`config.mk`:
```
export PLATFORM = sky130hd
export DESIGN_NAME = php_decoder
export DESIGN_NICKNAME = d
export VERILOG_FILES = /design/src/hdl/php_pkg.sv /design/src/hdl/php_decoder.sv /design/src/hdl/php_shifter.sv /design/src/hdl/php_hint_addr.sv
export SDC_FILE = /design/constraint.sdc
export NUM_CORES = 1
export LEC_CHECK = 0
export ABC_AREA = 1
export BUFFER_PORTS_ARGS = -buffer_cell sky130_fd_sc_hd__buf_2
export CAP_MARGIN = 30
export CELL_PAD_IN_SITES_DETAIL_PLACEMENT = 0
export CELL_PAD_IN_SITES_GLOBAL_PLACEMENT = 1
export CORE_ASPECT_RATIO = 1.2
export CORE_MARGIN = 2
export CORE_UTILIZATION = 37
export DETAILED_ROUTE_END_ITERATION = 10
export PLACE_DENSITY_LB_ADDON = 0.12
export RECOVER_POWER = 100
export SETUP_SLACK_MARGIN = 0.4
export SLEW_MARGIN = 20
export SYNTH_ARGS = -nofsm -noshare
export SYNTH_HDL_FRONTEND = slang
export SYNTH_HIERARCHICAL = 1
export SYNTH_SLANG_ARGS = --single-unit
```
`constraint.sdc`:
```
create_clock -name CLK -period 2.1 [get_ports CLK]
set_input_delay 0.21 -clock CLK [delete_from_list [all_inputs] [get_ports CLK]]
set_output_delay 0.21 -clock CLK [all_outputs]
set_load 0.05 [all_outputs]
```
`src/hdl/php_pkg.sv`:
```
// shared constants for the pack, or-tail and preload-hint decoder
package php_pkg;
  // instruction word: first halfword in [31:16], second in [15:0]
  localparam int unsigned WORD_W       = 32;
  localparam int unsigned HW1_LSB      = 16;
  // first-halfword opcode patterns, top 11 bits (bit 4 is the flag bit)
  localparam logic [10:0] OP_OR_REG    = 11'h752;  // 11101010010
  localparam logic [10:0] OP_PACK      = 11'h756;  // 11101010110
  // first-halfword opcode patterns, top 12 bits (base field below)
  localparam logic [11:0] OP_DPL_POS   = 12'hf89;  // data, 12-bit add
  localparam logic [11:0] OP_DPL_NEG   = 12'hf81;  // data, 8-bit sub / index
  localparam logic [11:0] OP_IPL_POS   = 12'hf99;  // instruction, 12-bit add
  localparam logic [11:0] OP_IPL_NEG   = 12'hf91;  // instruction, 8-bit sub / index
  // literal forms: first halfword with the direction bit masked off
  localparam logic [15:0] LIT_DATA     = 16'hf81f;
  localparam logic [15:0] LIT_INSTR    = 16'hf91f;
  localparam logic [15:0] LIT_MASK     = 16'hff7f;
  localparam int unsigned LIT_DIR_BIT  = 7;
  // second-halfword patterns of the preload forms
  localparam logic [3:0]  HW2_TWELVE_BIT_OFFSET    = 4'hf;     // bits 15:12
  localparam logic [7:0]  HW2_EIGHT_BIT_OFFSET     = 8'hfc;    // bits 15:8
  localparam logic [9:0]  HW2_INDEX    = 10'h3c0;  // bits 15:6
  // register numbers that make an encoding unpredictable
  localparam logic [3:0]  REG_SP       = 4'hd;
  localparam logic [3:0]  REG_PC       = 4'hf;
  // shift kinds and the shift that a zero top-first field stands for
  localparam logic [1:0]  SH_LSL       = 2'h0;
  localparam logic [1:0]  SH_LSR       = 2'h1;
  localparam logic [1:0]  SH_ASR       = 2'h2;
  localparam logic [1:0]  SH_ROR       = 2'h3;
  localparam logic [5:0]  SH_FULL      = 6'h20;
  // reset values
  localparam logic [31:0] RST_WORD     = 32'h0000_0000;
  localparam logic [3:0]  RST_REG      = 4'h0;
endpackage : php_pkg

```
`src/hdl/php_decoder.sv`:
```
// decode and execute for or-tail, pack halfword and preload hints
//
// Behaviour
// - or result, flags n z c, v kept
// - pack with flag or high bit is undefined
// - pack undefined without signal-processing extension
// - order bit picks lsl/bottom or asr/top
// - top-first zero shift field means asr 32
// - pack registers 13 or 15 unpredictable
// - halfword placement per pack variant
// - 12-bit data offset zero-extended and added
// - 8-bit offset zero-extended and subtracted
// - data base 1111 decodes as literal form
// - literal base is pc aligned down to 4
// - literal direction bit one adds, zero subtracts
// - index shifted left 0..3, added to base
// - index register 13 or 15 unpredictable
// - preloads undefined without main extension
// - data preload only signals address as hint
// - instruction preload 1111 goes literal, else add, subtract or index as for data
`timescale 1ns/1ps
`default_nettype none
module php_decoder
(
  // clock and reset
  input  wire logic        CLK,
  input  wire logic        RST,

  // instruction issue
  input  wire logic        INSTR_VALID,
  input  wire logic [31:0] INSTR_WORD,
  input  wire logic [31:0] PC_VALUE,
  input  wire logic [31:0] FIRST_SOURCE_VALUE,
  input  wire logic [31:0] SECOND_SOURCE_VALUE,
  input  wire logic        FLAG_C_IN,

  // implemented extensions
  input  wire logic        HAVE_MAIN_EXT,
  input  wire logic        HAVE_DSP_EXT,

  // register write-back
  output logic             RESULT_VALID,
  output logic      [3:0]  RESULT_DEST,
  output logic      [31:0] RESULT_DATA,

  // program flags word update
  output logic             FLAGS_WRITE,
  output logic             FLAG_N,
  output logic             FLAG_Z,
  output logic             FLAG_C,

  // decode status
  output logic             CLAIMED,
  output logic             UNDEFINED,
  output logic             UNPREDICTABLE,

  // preload hint towards the memory system
  output logic             DATA_HINT_VALID,
  output logic             INSTR_HINT_VALID,
  output logic      [31:0] HINT_ADDR,
  input  wire logic        HINT_READY
);
  // instruction fields
  logic [15:0] hw1;                 // first halfword
  logic [15:0] hw2;                 // second halfword
  logic [3:0]  first_source_field;  // base or first source register
  logic [3:0]  second_source_field; // second source or index register
  logic [3:0]  dest_field;          // destination register
  logic [2:0]  shift_high_field;    // upper shift bits
  logic [1:0]  shift_low_field;     // lower shift bits
  logic [1:0]  index_shift;         // index shift 0..3
  logic [1:0]  type_field;          // shift kind of the or form
  logic        halfword_order_select;
  logic        flag_bit;            // flag update / pack s bit
  logic        pack_high_bit;       // pack bit that must be zero
  logic [11:0] twelve_bit_offset;
  logic [7:0]  eight_bit_offset;
  logic [4:0]  imm5;                // joined shift field

  // field slices
  assign hw1                   = INSTR_WORD[31:php_pkg::HW1_LSB];
  assign hw2                   = INSTR_WORD[15:0];
  assign first_source_field    = hw1[3:0];
  assign second_source_field   = hw2[3:0];
  assign dest_field            = hw2[11:8];
  assign shift_high_field      = hw2[14:12];
  assign shift_low_field       = hw2[7:6];
  assign index_shift           = hw2[5:4];
  assign type_field            = hw2[5:4];
  assign halfword_order_select = hw2[5];
  assign pack_high_bit         = hw2[4];
  assign flag_bit              = hw1[4];
  assign twelve_bit_offset     = hw2[11:0];
  assign eight_bit_offset      = hw2[7:0];
  assign imm5                  = {shift_high_field, shift_low_field};

  // register number is the stack pointer or the program counter
  function automatic logic bad_reg(input logic [3:0] r);
    bad_reg = (r == php_pkg::REG_SP) || (r == php_pkg::REG_PC);
  endfunction

  // opcode matches
  logic base_is_pc;   // base field 1111
  logic is_or;        // or form, base not 1111
  logic is_pack;      // pack halfword pair
  logic is_dpl_pos;   // data preload, 12-bit add
  logic is_dpl_neg;   // data preload, 8-bit subtract
  logic is_dpl_idx;   // data preload, shifted index
  logic is_dpl_lit;   // data preload, literal
  logic is_ipl_pos;   // instruction preload, 12-bit add
  logic is_ipl_neg;   // instruction preload, 8-bit subtract
  logic is_ipl_idx;   // instruction preload, shifted index
  logic is_ipl_lit;   // instruction preload, literal
  logic is_data;      // any data preload
  logic is_ins;       // any instruction preload
  logic is_hint;      // any preload
  logic lit_dir;      // literal direction bit

  // form matches
  assign base_is_pc = (first_source_field == php_pkg::REG_PC);
  assign lit_dir    = hw1[php_pkg::LIT_DIR_BIT];
  assign is_or      = (hw1[15:5] == php_pkg::OP_OR_REG) && !base_is_pc;
  assign is_pack    = (hw1[15:5] == php_pkg::OP_PACK);

  // base 1111 on a data form is the literal form instead
  assign is_dpl_lit = ((hw1 & php_pkg::LIT_MASK) == php_pkg::LIT_DATA)
                      && (hw2[15:12] == php_pkg::HW2_TWELVE_BIT_OFFSET);
  assign is_dpl_pos = (hw1[15:4] == php_pkg::OP_DPL_POS) && !base_is_pc
                      && (hw2[15:12] == php_pkg::HW2_TWELVE_BIT_OFFSET);
  assign is_dpl_neg = (hw1[15:4] == php_pkg::OP_DPL_NEG) && !base_is_pc
                      && (hw2[15:8] == php_pkg::HW2_EIGHT_BIT_OFFSET);
  assign is_dpl_idx = (hw1[15:4] == php_pkg::OP_DPL_NEG) && !base_is_pc
                      && (hw2[15:6] == php_pkg::HW2_INDEX);

  // instruction preload with base 1111 goes to the literal form
  assign is_ipl_lit = ((hw1 & php_pkg::LIT_MASK) == php_pkg::LIT_INSTR)
                      && (hw2[15:12] == php_pkg::HW2_TWELVE_BIT_OFFSET);
  assign is_ipl_pos = (hw1[15:4] == php_pkg::OP_IPL_POS) && !base_is_pc
                      && (hw2[15:12] == php_pkg::HW2_TWELVE_BIT_OFFSET);
  assign is_ipl_neg = (hw1[15:4] == php_pkg::OP_IPL_NEG) && !base_is_pc
                      && (hw2[15:8] == php_pkg::HW2_EIGHT_BIT_OFFSET);
  assign is_ipl_idx = (hw1[15:4] == php_pkg::OP_IPL_NEG) && !base_is_pc
                      && (hw2[15:6] == php_pkg::HW2_INDEX);
  // per-kind unions
  assign is_data    = is_dpl_lit | is_dpl_pos | is_dpl_neg | is_dpl_idx;
  assign is_ins     = is_ipl_lit | is_ipl_pos | is_ipl_neg | is_ipl_idx;
  assign is_hint    = is_data | is_ins;

  // undefined and unpredictable conditions
  logic pack_undef;  // pack refused
  logic or_undef;    // or form refused
  logic hint_undef;  // preload refused
  logic undef_w;     // any refusal
  logic unpred_w;    // any unpredictable register choice
  logic claimed_w;   // encoding belongs to this block

  // refusals
  assign pack_undef = is_pack && (flag_bit || pack_high_bit);
  assign or_undef   = is_or && !HAVE_MAIN_EXT;
  assign hint_undef = is_hint && !HAVE_MAIN_EXT;
  assign undef_w    = pack_undef || (is_pack && !HAVE_DSP_EXT)
                      || or_undef || hint_undef;
  assign unpred_w   = (is_pack && (bad_reg(dest_field) || bad_reg(first_source_field)
                       || bad_reg(second_source_field)))
                      || (is_or && (bad_reg(dest_field)
                       || (first_source_field == php_pkg::REG_SP)
                       || bad_reg(second_source_field)))
                      || ((is_dpl_idx || is_ipl_idx)
                       && bad_reg(second_source_field));
  assign claimed_w  = is_or || is_pack || is_hint;

  // shift decode for the or and pack forms
  logic [1:0] sh_kind;    // effective shift kind
  logic [5:0] sh_amount;  // effective amount 0..32
  logic       sh_rrx;     // rotate with extend
  logic [31:0] shifted;   // shifted second operand
  logic        sh_carry;  // shifter carry out

  // pack uses kind order:0, or uses its own type field
  assign sh_kind   = is_pack ? {halfword_order_select, 1'b0} : type_field;

  // zero field on lsr or asr means 32, on lsl means none, on ror it selects rrx
  assign sh_amount = ((imm5 == 5'h00) && sh_kind[1] != sh_kind[0] && sh_kind != php_pkg::SH_LSL)
                     ? php_pkg::SH_FULL : {1'b0, imm5};
  assign sh_rrx    = (sh_kind == php_pkg::SH_ROR) && (imm5 == 5'h00);

  // shared shift unit
  php_shifter u_shifter
  (
    .value     (SECOND_SOURCE_VALUE),
    .kind      (sh_kind),
    .amount    (sh_amount),
    .rrx       (sh_rrx),
    .carry_in  (FLAG_C_IN),
    .result    (shifted),
    .carry_out (sh_carry)
  );

  // or result and pack result
  logic [31:0] or_result;    // or of first source and shifted
  logic [31:0] pack_result;  // halfwords joined

  assign or_result   = FIRST_SOURCE_VALUE | shifted;

  // top-first: low from shifted, high from first source
  assign pack_result = halfword_order_select
                       ? {FIRST_SOURCE_VALUE[31:16], shifted[15:0]}
                       : {shifted[31:16], FIRST_SOURCE_VALUE[15:0]};

  // preload address operands
  logic [31:0] aligned_pc;  // pc rounded down to a word
  logic [31:0] hint_base;   // base for the hint
  logic [31:0] hint_off;    // zero-extended offset
  logic        hint_add;    // add or subtract
  logic [31:0] hint_addr_w; // computed hint address
  logic        is_lit;      // either literal form
  logic        is_idx;      // either index form
  logic        is_neg;      // either 8-bit subtract form

  // form groups
  assign is_lit     = is_dpl_lit || is_ipl_lit;
  assign is_idx     = is_dpl_idx || is_ipl_idx;
  assign is_neg     = is_dpl_neg || is_ipl_neg;
  assign aligned_pc = {PC_VALUE[31:2], 2'b00};
  assign hint_base  = is_lit ? aligned_pc : FIRST_SOURCE_VALUE;

  // index shifted by 0..3, 8-bit and 12-bit offsets zero-extended
  assign hint_off   = is_idx ? 32'(SECOND_SOURCE_VALUE << index_shift)
                      : is_neg ? {24'h000000, eight_bit_offset}
                      : {20'h00000, twelve_bit_offset};

  // literal direction bit, others fixed by form
  assign hint_add   = is_lit ? lit_dir : !is_neg;

  // hint address adder
  php_hint_addr u_hint_addr
  (
    .base   (hint_base),
    .offset (hint_off),
    .add    (hint_add),
    .addr   (hint_addr_w)
  );

  // next-state decisions
  logic go;          // accepted, defined instruction this cycle
  logic do_or;       // or executes
  logic do_pack;     // pack executes
  logic do_dhint;    // data hint issues
  logic do_ihint;    // instruction hint issues
  logic hint_busy;   // a hint still waits for the memory system
  logic hint_taken;  // memory system takes the pending hint

  // execute and handshake
  assign go         = INSTR_VALID && claimed_w && !undef_w;
  assign do_or      = go && is_or;
  assign do_pack    = go && is_pack;
  assign do_dhint   = go && is_data;
  assign do_ihint   = go && is_ins;
  // hint port state
  assign hint_busy  = DATA_HINT_VALID || INSTR_HINT_VALID;
  assign hint_taken = hint_busy && HINT_READY;

  // write-back port, one cycle per executed or and pack
  always_ff @(posedge CLK or posedge RST)
  begin
    if (RST)
    begin
      RESULT_VALID <= 1'b0;
      RESULT_DEST  <= php_pkg::RST_REG;
      RESULT_DATA  <= php_pkg::RST_WORD;
    end
    else
    begin
      // one-cycle pulse
      RESULT_VALID <= do_or || do_pack;
      if (do_or || do_pack)
      begin
        RESULT_DEST <= dest_field;
        RESULT_DATA <= do_pack ? pack_result : or_result;
      end
    end
  end

  // flags: only or with flag bit writes them, pack never
  always_ff @(posedge CLK or posedge RST)
  begin
    if (RST)
    begin
      FLAGS_WRITE <= 1'b0;
      FLAG_N      <= 1'b0;
      FLAG_Z      <= 1'b0;
      FLAG_C      <= 1'b0;
    end
    else
    begin
      FLAGS_WRITE <= do_or && flag_bit;
      if (do_or && flag_bit)
      begin
        FLAG_N <= or_result[31];
        FLAG_Z <= (or_result == php_pkg::RST_WORD);
        FLAG_C <= sh_carry;
      end
    end
  end

  // decode status, one cycle per issued instruction
  always_ff @(posedge CLK or posedge RST)
  begin
    if (RST)
    begin
      CLAIMED       <= 1'b0;
      UNDEFINED     <= 1'b0;
      UNPREDICTABLE <= 1'b0;
    end
    else
    begin
      // one-cycle pulses
      CLAIMED       <= INSTR_VALID && claimed_w;
      UNDEFINED     <= INSTR_VALID && claimed_w && undef_w;
      UNPREDICTABLE <= go && unpred_w;
    end
  end

  // hint port: held until taken; a newer hint replaces an old one
  always_ff @(posedge CLK or posedge RST)
  begin
    if (RST)
    begin
      DATA_HINT_VALID  <= 1'b0;
      INSTR_HINT_VALID <= 1'b0;
      HINT_ADDR        <= php_pkg::RST_WORD;
    end
    else if (do_dhint || do_ihint)
    begin
      // address only, no fault and no register change
      DATA_HINT_VALID  <= do_dhint;
      INSTR_HINT_VALID <= do_ihint;
      HINT_ADDR        <= hint_addr_w;
    end
    else if (hint_taken)
    begin
      // memory system takes or drops it, no answer back
      DATA_HINT_VALID  <= 1'b0;
      INSTR_HINT_VALID <= 1'b0;
    end
  end
endmodule // php_decoder
`default_nettype wire

```
`src/hdl/php_shifter.sv`:
```
// immediate-shift unit with carry out, used by or-tail and pack
`timescale 1ns/1ps
`default_nettype none
module php_shifter
(
  // operand in
  input  wire logic [31:0] value,
  input  wire logic [1:0]  kind,
  input  wire logic [5:0]  amount,
  input  wire logic        rrx,
  input  wire logic        carry_in,
  // shifted result
  output logic      [31:0] result,
  output logic             carry_out
);
  logic [32:0] lsl_w;    // carry:result for left shift
  logic [32:0] lsr_w;    // result:carry for logical right
  logic [32:0] asr_w;    // result:carry for arithmetic right
  logic [31:0] ror_w;    // rotated value
  logic [5:0]  inv_w;    // complementary rotate amount

  // all candidate shifts side by side
  assign lsl_w = {1'b0, value} << amount;
  assign lsr_w = {value, 1'b0} >> amount;
  assign asr_w = 33'($signed({value, 1'b0}) >>> amount);
  assign inv_w = 6'(php_pkg::SH_FULL - amount);
  assign ror_w = (value >> amount) | (value << inv_w);

  // rrx first, else pick by kind; zero amount without rrx passes value and carry through
  always_comb
  begin
    result    = value;
    carry_out = carry_in;
    if (rrx)
    begin
      result    = {carry_in, value[31:1]};
      carry_out = value[0];
    end
    else if (amount != 6'h00)
    begin
      case (kind)
        php_pkg::SH_LSL:
        begin
          result    = lsl_w[31:0];
          carry_out = lsl_w[32];
        end
        php_pkg::SH_LSR:
        begin
          result    = lsr_w[32:1];
          carry_out = lsr_w[0];
        end
        php_pkg::SH_ASR:
        begin
          result    = asr_w[32:1];
          carry_out = asr_w[0];
        end
        default:
        begin
          result    = ror_w;
          carry_out = ror_w[31];
        end
      endcase
    end
  end
endmodule // php_shifter
`default_nettype wire

```
`src/hdl/php_hint_addr.sv`:
```
// base plus or minus offset for preload hint addresses
`timescale 1ns/1ps
`default_nettype none
module php_hint_addr
(
  // operands
  input  wire logic [31:0] base,
  input  wire logic [31:0] offset,
  input  wire logic        add,
  // address out
  output logic      [31:0] addr
);
  // add or subtract, wrapping at 32 bits
  assign addr = add ? 32'(base + offset) : 32'(base - offset);
endmodule // php_hint_addr
`default_nettype wire

```
==> metrics.txt, run 1 <==
status finished, violations left; failing checks setup timing; VDD IR-drop max 0.590 mV; RSZ-0062 raised after global routing yes; CP required 2.36 ns; routed length per placed instance 24.6 um; placed cell count 4037; CTS clk-pin slew, worst paths 0.06 ns; IO Port Bufs 210; PwrDens 331 mW/mm2; sequential area share after synthesis 12.7%; Finished Cell Area 0.0254 mm2; Leak 13.2 nW; H-tree levels 3; fin crit share 170%; CP startpoint kind input port; synthesized cell area 0.0154 mm2; fin cells 4149; clk_lat worst skew 0.37 ns; CP Max Fanout 7; Initial Util 37.6%; Syn Nets 3011; relative max-transition margin 21.4%; Final nets 3783; initial antenna violation count 4; area leader, netlist nand2_1; biggest regs HINT_ADDR x32, RESULT_DATA x32, RESULT_DEST x4; share of cells above drive strength 1 42.0%; min-delay worst type input port to register; Worst Tran Pin Value 1.18 ns; top achievable clock speed 280 MHz; max_cap viols 0; count of flip-flops with a built-in enable after synthesis 0; DRT antenna net count 0; Synth warnings 6; Crit Path Class input port to register; drt pass-1 iters 7; HPWL after DPL 79.0 mm; clk_skew 0.0000360 ns; routed vias/inst 5.85; Sink Count 78; Synth cell types 60; min Tclk post-route 3.58 ns; core area 0.0408 mm2; final setup fails 66; first-pass GRT wire length 142 mm; Place WS -2.07 ns; FFs w/ async S/R, synth 100%; placer congestion estimate 1.12; vias in the first global route 23700; root buffer cell clkbuf_16; DRT iter0 DRCs 2449; multi-input logic area 0.0146 mm2; chip width 190 um; CTS tree built; share of the synthesized area in the top cell type 24.2%; Mapped Cells 2833; flops & latches, synth 78; area growth from synthesis to layout 65.3%; num ports 213; R2R Setup Slk 1.17 ns; DRC viols 0; fill count 3831; crit end category register; FF+latch area 0.00195 mm2; Die Span Y 227 um; Clock Tree Buf Depth 2; Area contributors post-synth nand2_1 24%, nand3_1 16%, dfrtp_1 13%; final hold vios 0; final core utilization 62.2%; routed via count 24300; total track usage 44.4%; largest net degree at the start of global routing 79; Top FF cell, synth dfrtp_1; total gr overflow 0; FP Rows 81; full die area 0.0432 mm2; Post-Syn Area per Cell 5.43 um2; most numerous cell in the Yosys netlist nand2_1; count of final max-slew check failures 0; CTS Buf Count 9; Final WS setup -1.48 ns; DP Area 0.0215 mm2; most instantiated cells after synthesis 991 x nand2_1, 495 x nand3_1, 301 x nor2_1; drt total wl 102 mm; Worst EP arrival 3.84 ns
power breakdown:
part           internal (mW)  switching, mW
Combinational           2.12           3.30
Sequential              1.50      0.0000231
Clock                  0.790          0.700
critical path, cell delays in order:
cell and delay, ns:
buf_6 0.09, buf_6 0.10, nor2_2 0.11, nand2_2 0.08, nor2_4 0.19, nand3_4 0.13, nand2_8 0.14, clkinv_8 0.10
nand2_4 0.08, o31ai_4 0.07, inv_2 0.10, ha_4 0.14, nand4_1 0.17, nor2_4 0.24, buf_6 0.13, nor2_4 0.03
a21oi_2 0.15, xnor2_1 0.11, ha_2 0.43, nand2_4 0.11, nor2_4 0.16, nand2_1 0.08, nand3b_1 0.23, nand2_2 0.12
nand3_1 0.09, nand2_1 0.08, nand3_1 0.08, nand2_1 0.05
path summary, 6_finish.rpt:
check | cells past startpoint | to | from
setup / recovery | 28 | HINT_ADDR[20] | INSTR_WORD[21]
max in group asynchronous | 4 | HINT_ADDR[20] | RST
hold reg to reg | 2 | HINT_ADDR[17] | HINT_ADDR[17]
setup reg to reg | 3 | INSTR_HINT_VALID | INSTR_HINT_VALID
min in group asynchronous | 4 | UNDEFINED | RST
hold / removal | 4 | DATA_HINT_VALID | HINT_READY
cell usage in the layout (no fill, tap or decap), types with 8 or more instances in the layout:
cell | netlist | layout
buf_4 | 16 | 586
a21oi_4 | 0 | 12
nand3_4 | 1 | 20
nand3_2 | 8 | 63
and2_1 | 9 | 9
o21ai_4 | 0 | 10
nand2_2 | 25 | 173
ha_4 | 0 | 13
nor3_1 | 30 | 19
clkbuf_16 | 0 | 10
nor2_2 | 13 | 53
nand4_1 | 57 | 57
inv_1 | 197 | 155
nand2_4 | 8 | 67
clkbuf_1 | 55 | 79
xor2_2 | 0 | 12
inv_2 | 12 | 44
nand2_1 | 991 | 781
buf_2 | 53 | 120
o21ai_2 | 2 | 16
o211ai_1 | 32 | 32
o21ai_0 | 80 | 53
nor3_2 | 2 | 9
inv_4 | 3 | 8
buf_6 | 16 | 83
buf_12 | 1 | 32
nor2_1 | 301 | 213
ha_1 | 42 | 23
a21oi_2 | 5 | 29
xor2_1 | 36 | 20
nor2_4 | 10 | 58
dfrtp_1 | 78 | 78
mux2_2 | 30 | 30
a21oi_1 | 75 | 39
o21ai_1 | 42 | 45
nand3_1 | 495 | 421
mux2i_1 | 39 | 34
layer usage:
| metal | global-route usage [%] | vias to the layer above | routed length (um) |
|---|---|---|---|
| met5 | 0 | - | 48 |
| met1 | 44.3 | 11200 | 33700 |
| met3 | 10.4 | 657 | 9120 |
| met2 | 74.6 | 1554 | 46600 |
| li1 | - | 10900 | - |
| met4 | 45.4 | 6 | 12600 |
final cells by class:
type	instances	area share, %
multi-input cells	2391	57.5
repair buffers	909	27.6
flip-flops and latches	78	7.68
inverters	215	3.43
well taps	539	2.65
clock buffers	9	0.886
clock inverters	6	0.153
repair inverters	1	0.0345
diodes	1	0.00985
cells by family (layout without fill, tap and decap cells):
| kind of cell | Yosys count | in the layout | share of synthesized area [%] |
|---|---|---|---|
| flops | 78 | 78 | 12.7 |
| compound gates | 270 | 270 | 10.1 |
| mux | 69 | 69 | 4.74 |
| fa+ha+maj | 43 | 43 | 3.55 |
| buf+inv | 364 | 1140 | 10.8 |
| other cells | 0 | 1 | 0 |
| simple gates | 1967 | 1967 | 55.8 |
| xor+xnor | 42 | 42 | 2.39 |
what timing repair did:
item / CTS / global route
hold buffers: 1 / 0
setup buffers: 45 / 46
pin swaps: 251 / 272
hold endpoints to repair: 45 / 0
gates cloned: 2 / 2
endpoints found under the setup margin: 75 / 77
resized for setup: 390 / 367
metrics by stage:
step | power, mW | TNS, ns | hold slack [ns]
after detailed placement | 5.81 | -103.54 | 0.362
after floorplan | 3.60 | -53.01 | 0.320
after global placement | 5.80 | -100.07 | 0.345
after CTS | 7.78 | -63.05 | 0.219
final | 8.42 | -70.49 | 0.212
after global routing | 8.71 | -79.07 | 0.266
Note: power is estimated with default switching activity, not from simulation.
==> run 2, diff against run 1 <==
--- a/config.mk
+++ b/config.mk
@@ -5,19 +5,17 @@
 export SDC_FILE = /design/constraint.sdc
 export NUM_CORES = 1
 export LEC_CHECK = 0
-export ABC_AREA = 1
 export BUFFER_PORTS_ARGS = -buffer_cell sky130_fd_sc_hd__buf_2
-export CAP_MARGIN = 30
+export CAP_MARGIN = 20
 export CELL_PAD_IN_SITES_DETAIL_PLACEMENT = 0
 export CELL_PAD_IN_SITES_GLOBAL_PLACEMENT = 1
 export CORE_ASPECT_RATIO = 1.2
 export CORE_MARGIN = 2
-export CORE_UTILIZATION = 37
+export CORE_UTILIZATION = 41
 export DETAILED_ROUTE_END_ITERATION = 10
 export PLACE_DENSITY_LB_ADDON = 0.12
 export RECOVER_POWER = 100
 export SETUP_SLACK_MARGIN = 0.4
-export SLEW_MARGIN = 20
 export SYNTH_ARGS = -nofsm -noshare
 export SYNTH_HDL_FRONTEND = slang
 export SYNTH_HIERARCHICAL = 1
==> metrics.txt, run 2 <==
status finished, violations left (unchanged); failing checks setup timing (unchanged); PwrDens 360 mW/mm2 (was 331 mW/mm2); area growth from synthesis to layout 56.6% (was 65.3%); VDD IR-drop max 0.282 mV (was 0.590 mV); placed cell count 3021 (was 4037); RSZ-0062 raised after global routing yes (unchanged); HPWL after DPL 68.4 mm (was 79.0 mm); H-tree levels 3 (unchanged); CP Max Fanout 6 (was 7); CP max stage cell or3_4 (was ha_2); first-pass GRT wire length 126 mm (was 142 mm); Initial Util 41.2% (was 37.6%); clk_skew 0 ns (was 0.0000360 ns); full die area 0.0384 mm2 (was 0.0432 mm2); num ports 213 (unchanged); count of flip-flops with a built-in enable after synthesis 0 (unchanged); max_cap viols 0 (unchanged); chip width 179 um (was 190 um); CTS clk-pin slew, worst paths 0.07 ns (was 0.06 ns); core area 0.0366 mm2 (was 0.0408 mm2); final setup fails 72 (was 66); relative max-transition margin 36.6% (was 21.4%); Sink Count 78 (unchanged); Synth warnings 6 (unchanged); Synth cell types 96 (was 60); Final WS setup -2.74 ns (was -1.48 ns); Crit Path Class input port to register (unchanged); fin crit share 231% (was 170%); Clock Tree Buf Depth 2 (unchanged); CP required 2.35 ns (was 2.36 ns); FFs w/ async S/R, synth 100% (unchanged); count of final max-slew check failures 0 (unchanged); total gr overflow 0 (unchanged); IO Port Bufs 210 (unchanged); CP peak stage delay 0.45 ns (was 0.43 ns); top achievable clock speed 207 MHz (was 280 MHz); DRT iter0 DRCs 2208 (was 2449); share of the synthesized area in the top cell type 12.9% (was 24.2%); crit end category register (unchanged); total track usage 44.3% (was 44.4%); Leak 11.0 nW (was 13.2 nW); clk_lat worst skew 0.36 ns (was 0.37 ns); CP Cell Sequence buf_6, nand4_1, or4_4, or3_4, buf_6, buf_8, o22ai_1, a21oi_1, or4_4, nor2_4, nand2_4, buf_4, nor3_2, nor2_1, xor2_1, buf_4, ha_2, nand4_1, a211o_4, a41o_4, mux2i_1, and4_1, mux2_2; flops & latches, synth 78 (unchanged); routed length per placed instance 29.4 um (was 24.6 um); final hold vios 0 (unchanged); Die Span Y 214 um (was 227 um); CTS tree built (unchanged); Area contributors post-synth dfrtp_1 13%, mux4_2 12%, mux2_2 8.8% (was nand2_1 24%, nand3_1 16%, dfrtp_1 13%); drt total wl 91.4 mm (was 102 mm); most numerous cell in the Yosys netlist nor2_1 (was nand2_1); synthesized cell area 0.0151 mm2 (was 0.0154 mm2); total power 8.50 mW (was 8.42 mW); commonest non-fill, non-tap cell in the layout buf_4 (was nand2_1); initial antenna violation count 1 (was 4); Final nets 2812 (was 3783); Mapped Cells 1846 (was 2833); CP startpoint kind input port (unchanged); Worst EP arrival 5.10 ns (was 3.84 ns); routed vias/inst 6.49 (was 5.85); Syn Nets 2024 (was 3011); FP Rows 77 (was 81); routed via count 20200 (was 24300); min Tclk post-route 4.84 ns (was 3.58 ns); placer congestion estimate 1.10 (was 1.12); Top FF cell, synth dfrtp_1 (unchanged); min-delay worst type input port to register (unchanged); most instantiated cells after synthesis 183 x nor2_1, 152 x nand2_1, 118 x a21oi_1, 118 x mux2_2, 115 x mux2i_1 (was 991 x nand2_1, 495 x nand3_1, 301 x nor2_1); Worst Tran Pin Value 0.947 ns (was 1.18 ns); CTS Buf Count 9 (unchanged); area leader, netlist dfrtp_1 (was nand2_1); share of cells above drive strength 1 51.1% (was 42.0%); vias in the first global route 19700 (was 23700); largest net degree at the start of global routing 104 (was 79); biggest regs HINT_ADDR x32, RESULT_DATA x32, RESULT_DEST x4 (unchanged); sequential area share after synthesis 12.9% (was 12.7%); Post-Syn Area per Cell 8.18 um2 (was 5.43 um2); DRC viols 0 (unchanged); fill count 3060 (was 3831); fin cells 3114 (was 4149); most frequent cells in the layout 668 x buf_4, 170 x nor2_1, 134 x nand2_1, 121 x buf_2, 114 x mux2i_1 (was 781 x nand2_1, 586 x buf_4, 421 x nand3_1, 213 x nor2_1, 173 x nand2_2); Fin Setup TNS -136.96 ns (was -70.49 ns); root buffer cell clkbuf_16 (unchanged); drt pass-1 iters 7 (unchanged); DRT antenna net count 0 (unchanged)
-- run 2: cell types whose count changed in the layout (fill, tap and decap cells not counted), sizes merged, moves of 31 or more --
cell	change
nand2	-872
nand3	-479
inv	-160
nor2	-139
mux2	+116
mux4	+80
mux2i	+76
nand4	-40
a21oi	+39
buf	+39
nor2b	+31
-- run 2: final timing paths --
kind | from | endpoint | slack, ns | cells after the start
setup / recovery | INSTR_WORD[20] | HINT_ADDR[27] | -2.74 | 23
min in group asynchronous | RST | HINT_ADDR[0] | 0.56 | 3
hold / removal | HINT_READY | INSTR_HINT_VALID | 0.13 | 3
max in group asynchronous | RST | HINT_ADDR[31] | 0.49 | 4
hold reg to reg | HINT_ADDR[25] | HINT_ADDR[25] | 0.51 | 1
setup reg to reg | RESULT_DATA[5] | RESULT_DATA[5] | 1.09 | 1
-- run 2: kinds of logic after synthesis --
family                   count (synthesis)  synth area share (%)
AND/OR/NAND/NOR                        587                  18.8
AO/OA/AOI/OAI                          510                  22.8
multiplexers                           341                  31.1
buffers and inverters                  223                  7.00
flip-flops                              78                  12.9
XOR/XNOR                                64                  3.76
adder cells (fa/ha/maj)                 43                  3.61
-- run 2: worst max-delay path: cells and delay by family --
kind	cells	cell delay, ns
buf+inv	5	0.66
compound gates	4	0.98
simple gates	10	2.36
fa+ha+maj	1	0.33
mux	2	0.39
xor+xnor	1	0.16
-- run 2: per-layer routing --
metal / routed length [um] / vias up / track usage (%)
met4: 10100 / 2 / 35.8
met3: 7730 / 497 / 5.76
met2: 42500 / 1385 / 74.6
met1: 31100 / 9751 / 49.6
li1: - / 8574 / -
met5: 36 / - / 0
-- run 2: power by group --
part           internal, mW  total (mW)  leakage (nW)  switching [mW]
clock network         0.854        1.64         0.138           0.784
registers              1.51        1.51          1.03         0.00586
logic                  2.45        5.35          9.80            2.90
total                  4.82        8.50          11.0            3.69
-- run 2: timing repair --
action | CTS | global route
gates cloned | 3 | 1
buffers inserted | 34 | 37
hold buffers | 1 | 0
gates resized for setup | 164 | 119
endpoints found under the hold margin | 10 | 0
setup endpoints to repair | 72 | 73
pin swaps | 54 | 53
-- run 2: layout make-up --
type                       instances  area [um2]  area share (%)
antenna                            1        2.50          0.0106
timing repair buffer             949        7080            30.0
clock buffer                      10         239            1.01
sequential                        78        1950            8.26
multi-input combinational       1545       13500            57.2
clock inverter                     6        52.6           0.222
tap                              474         593            2.51
inverter                          51         195           0.826
-- run 2: through the flow --
stage	hold WS [ns]	instance area, um2	setup slack, ns	utilization (%)
after floorplan	0.335	15700	-2.96	-
after global placement	0.366	21500	-3.13	58.8
after detailed placement	0.379	21500	-3.22	58.8
after CTS	0.125	22900	-2.53	62.5
after global routing	0.136	23600	-3.00	64.6
final	0.133	23600	-2.74	64.6
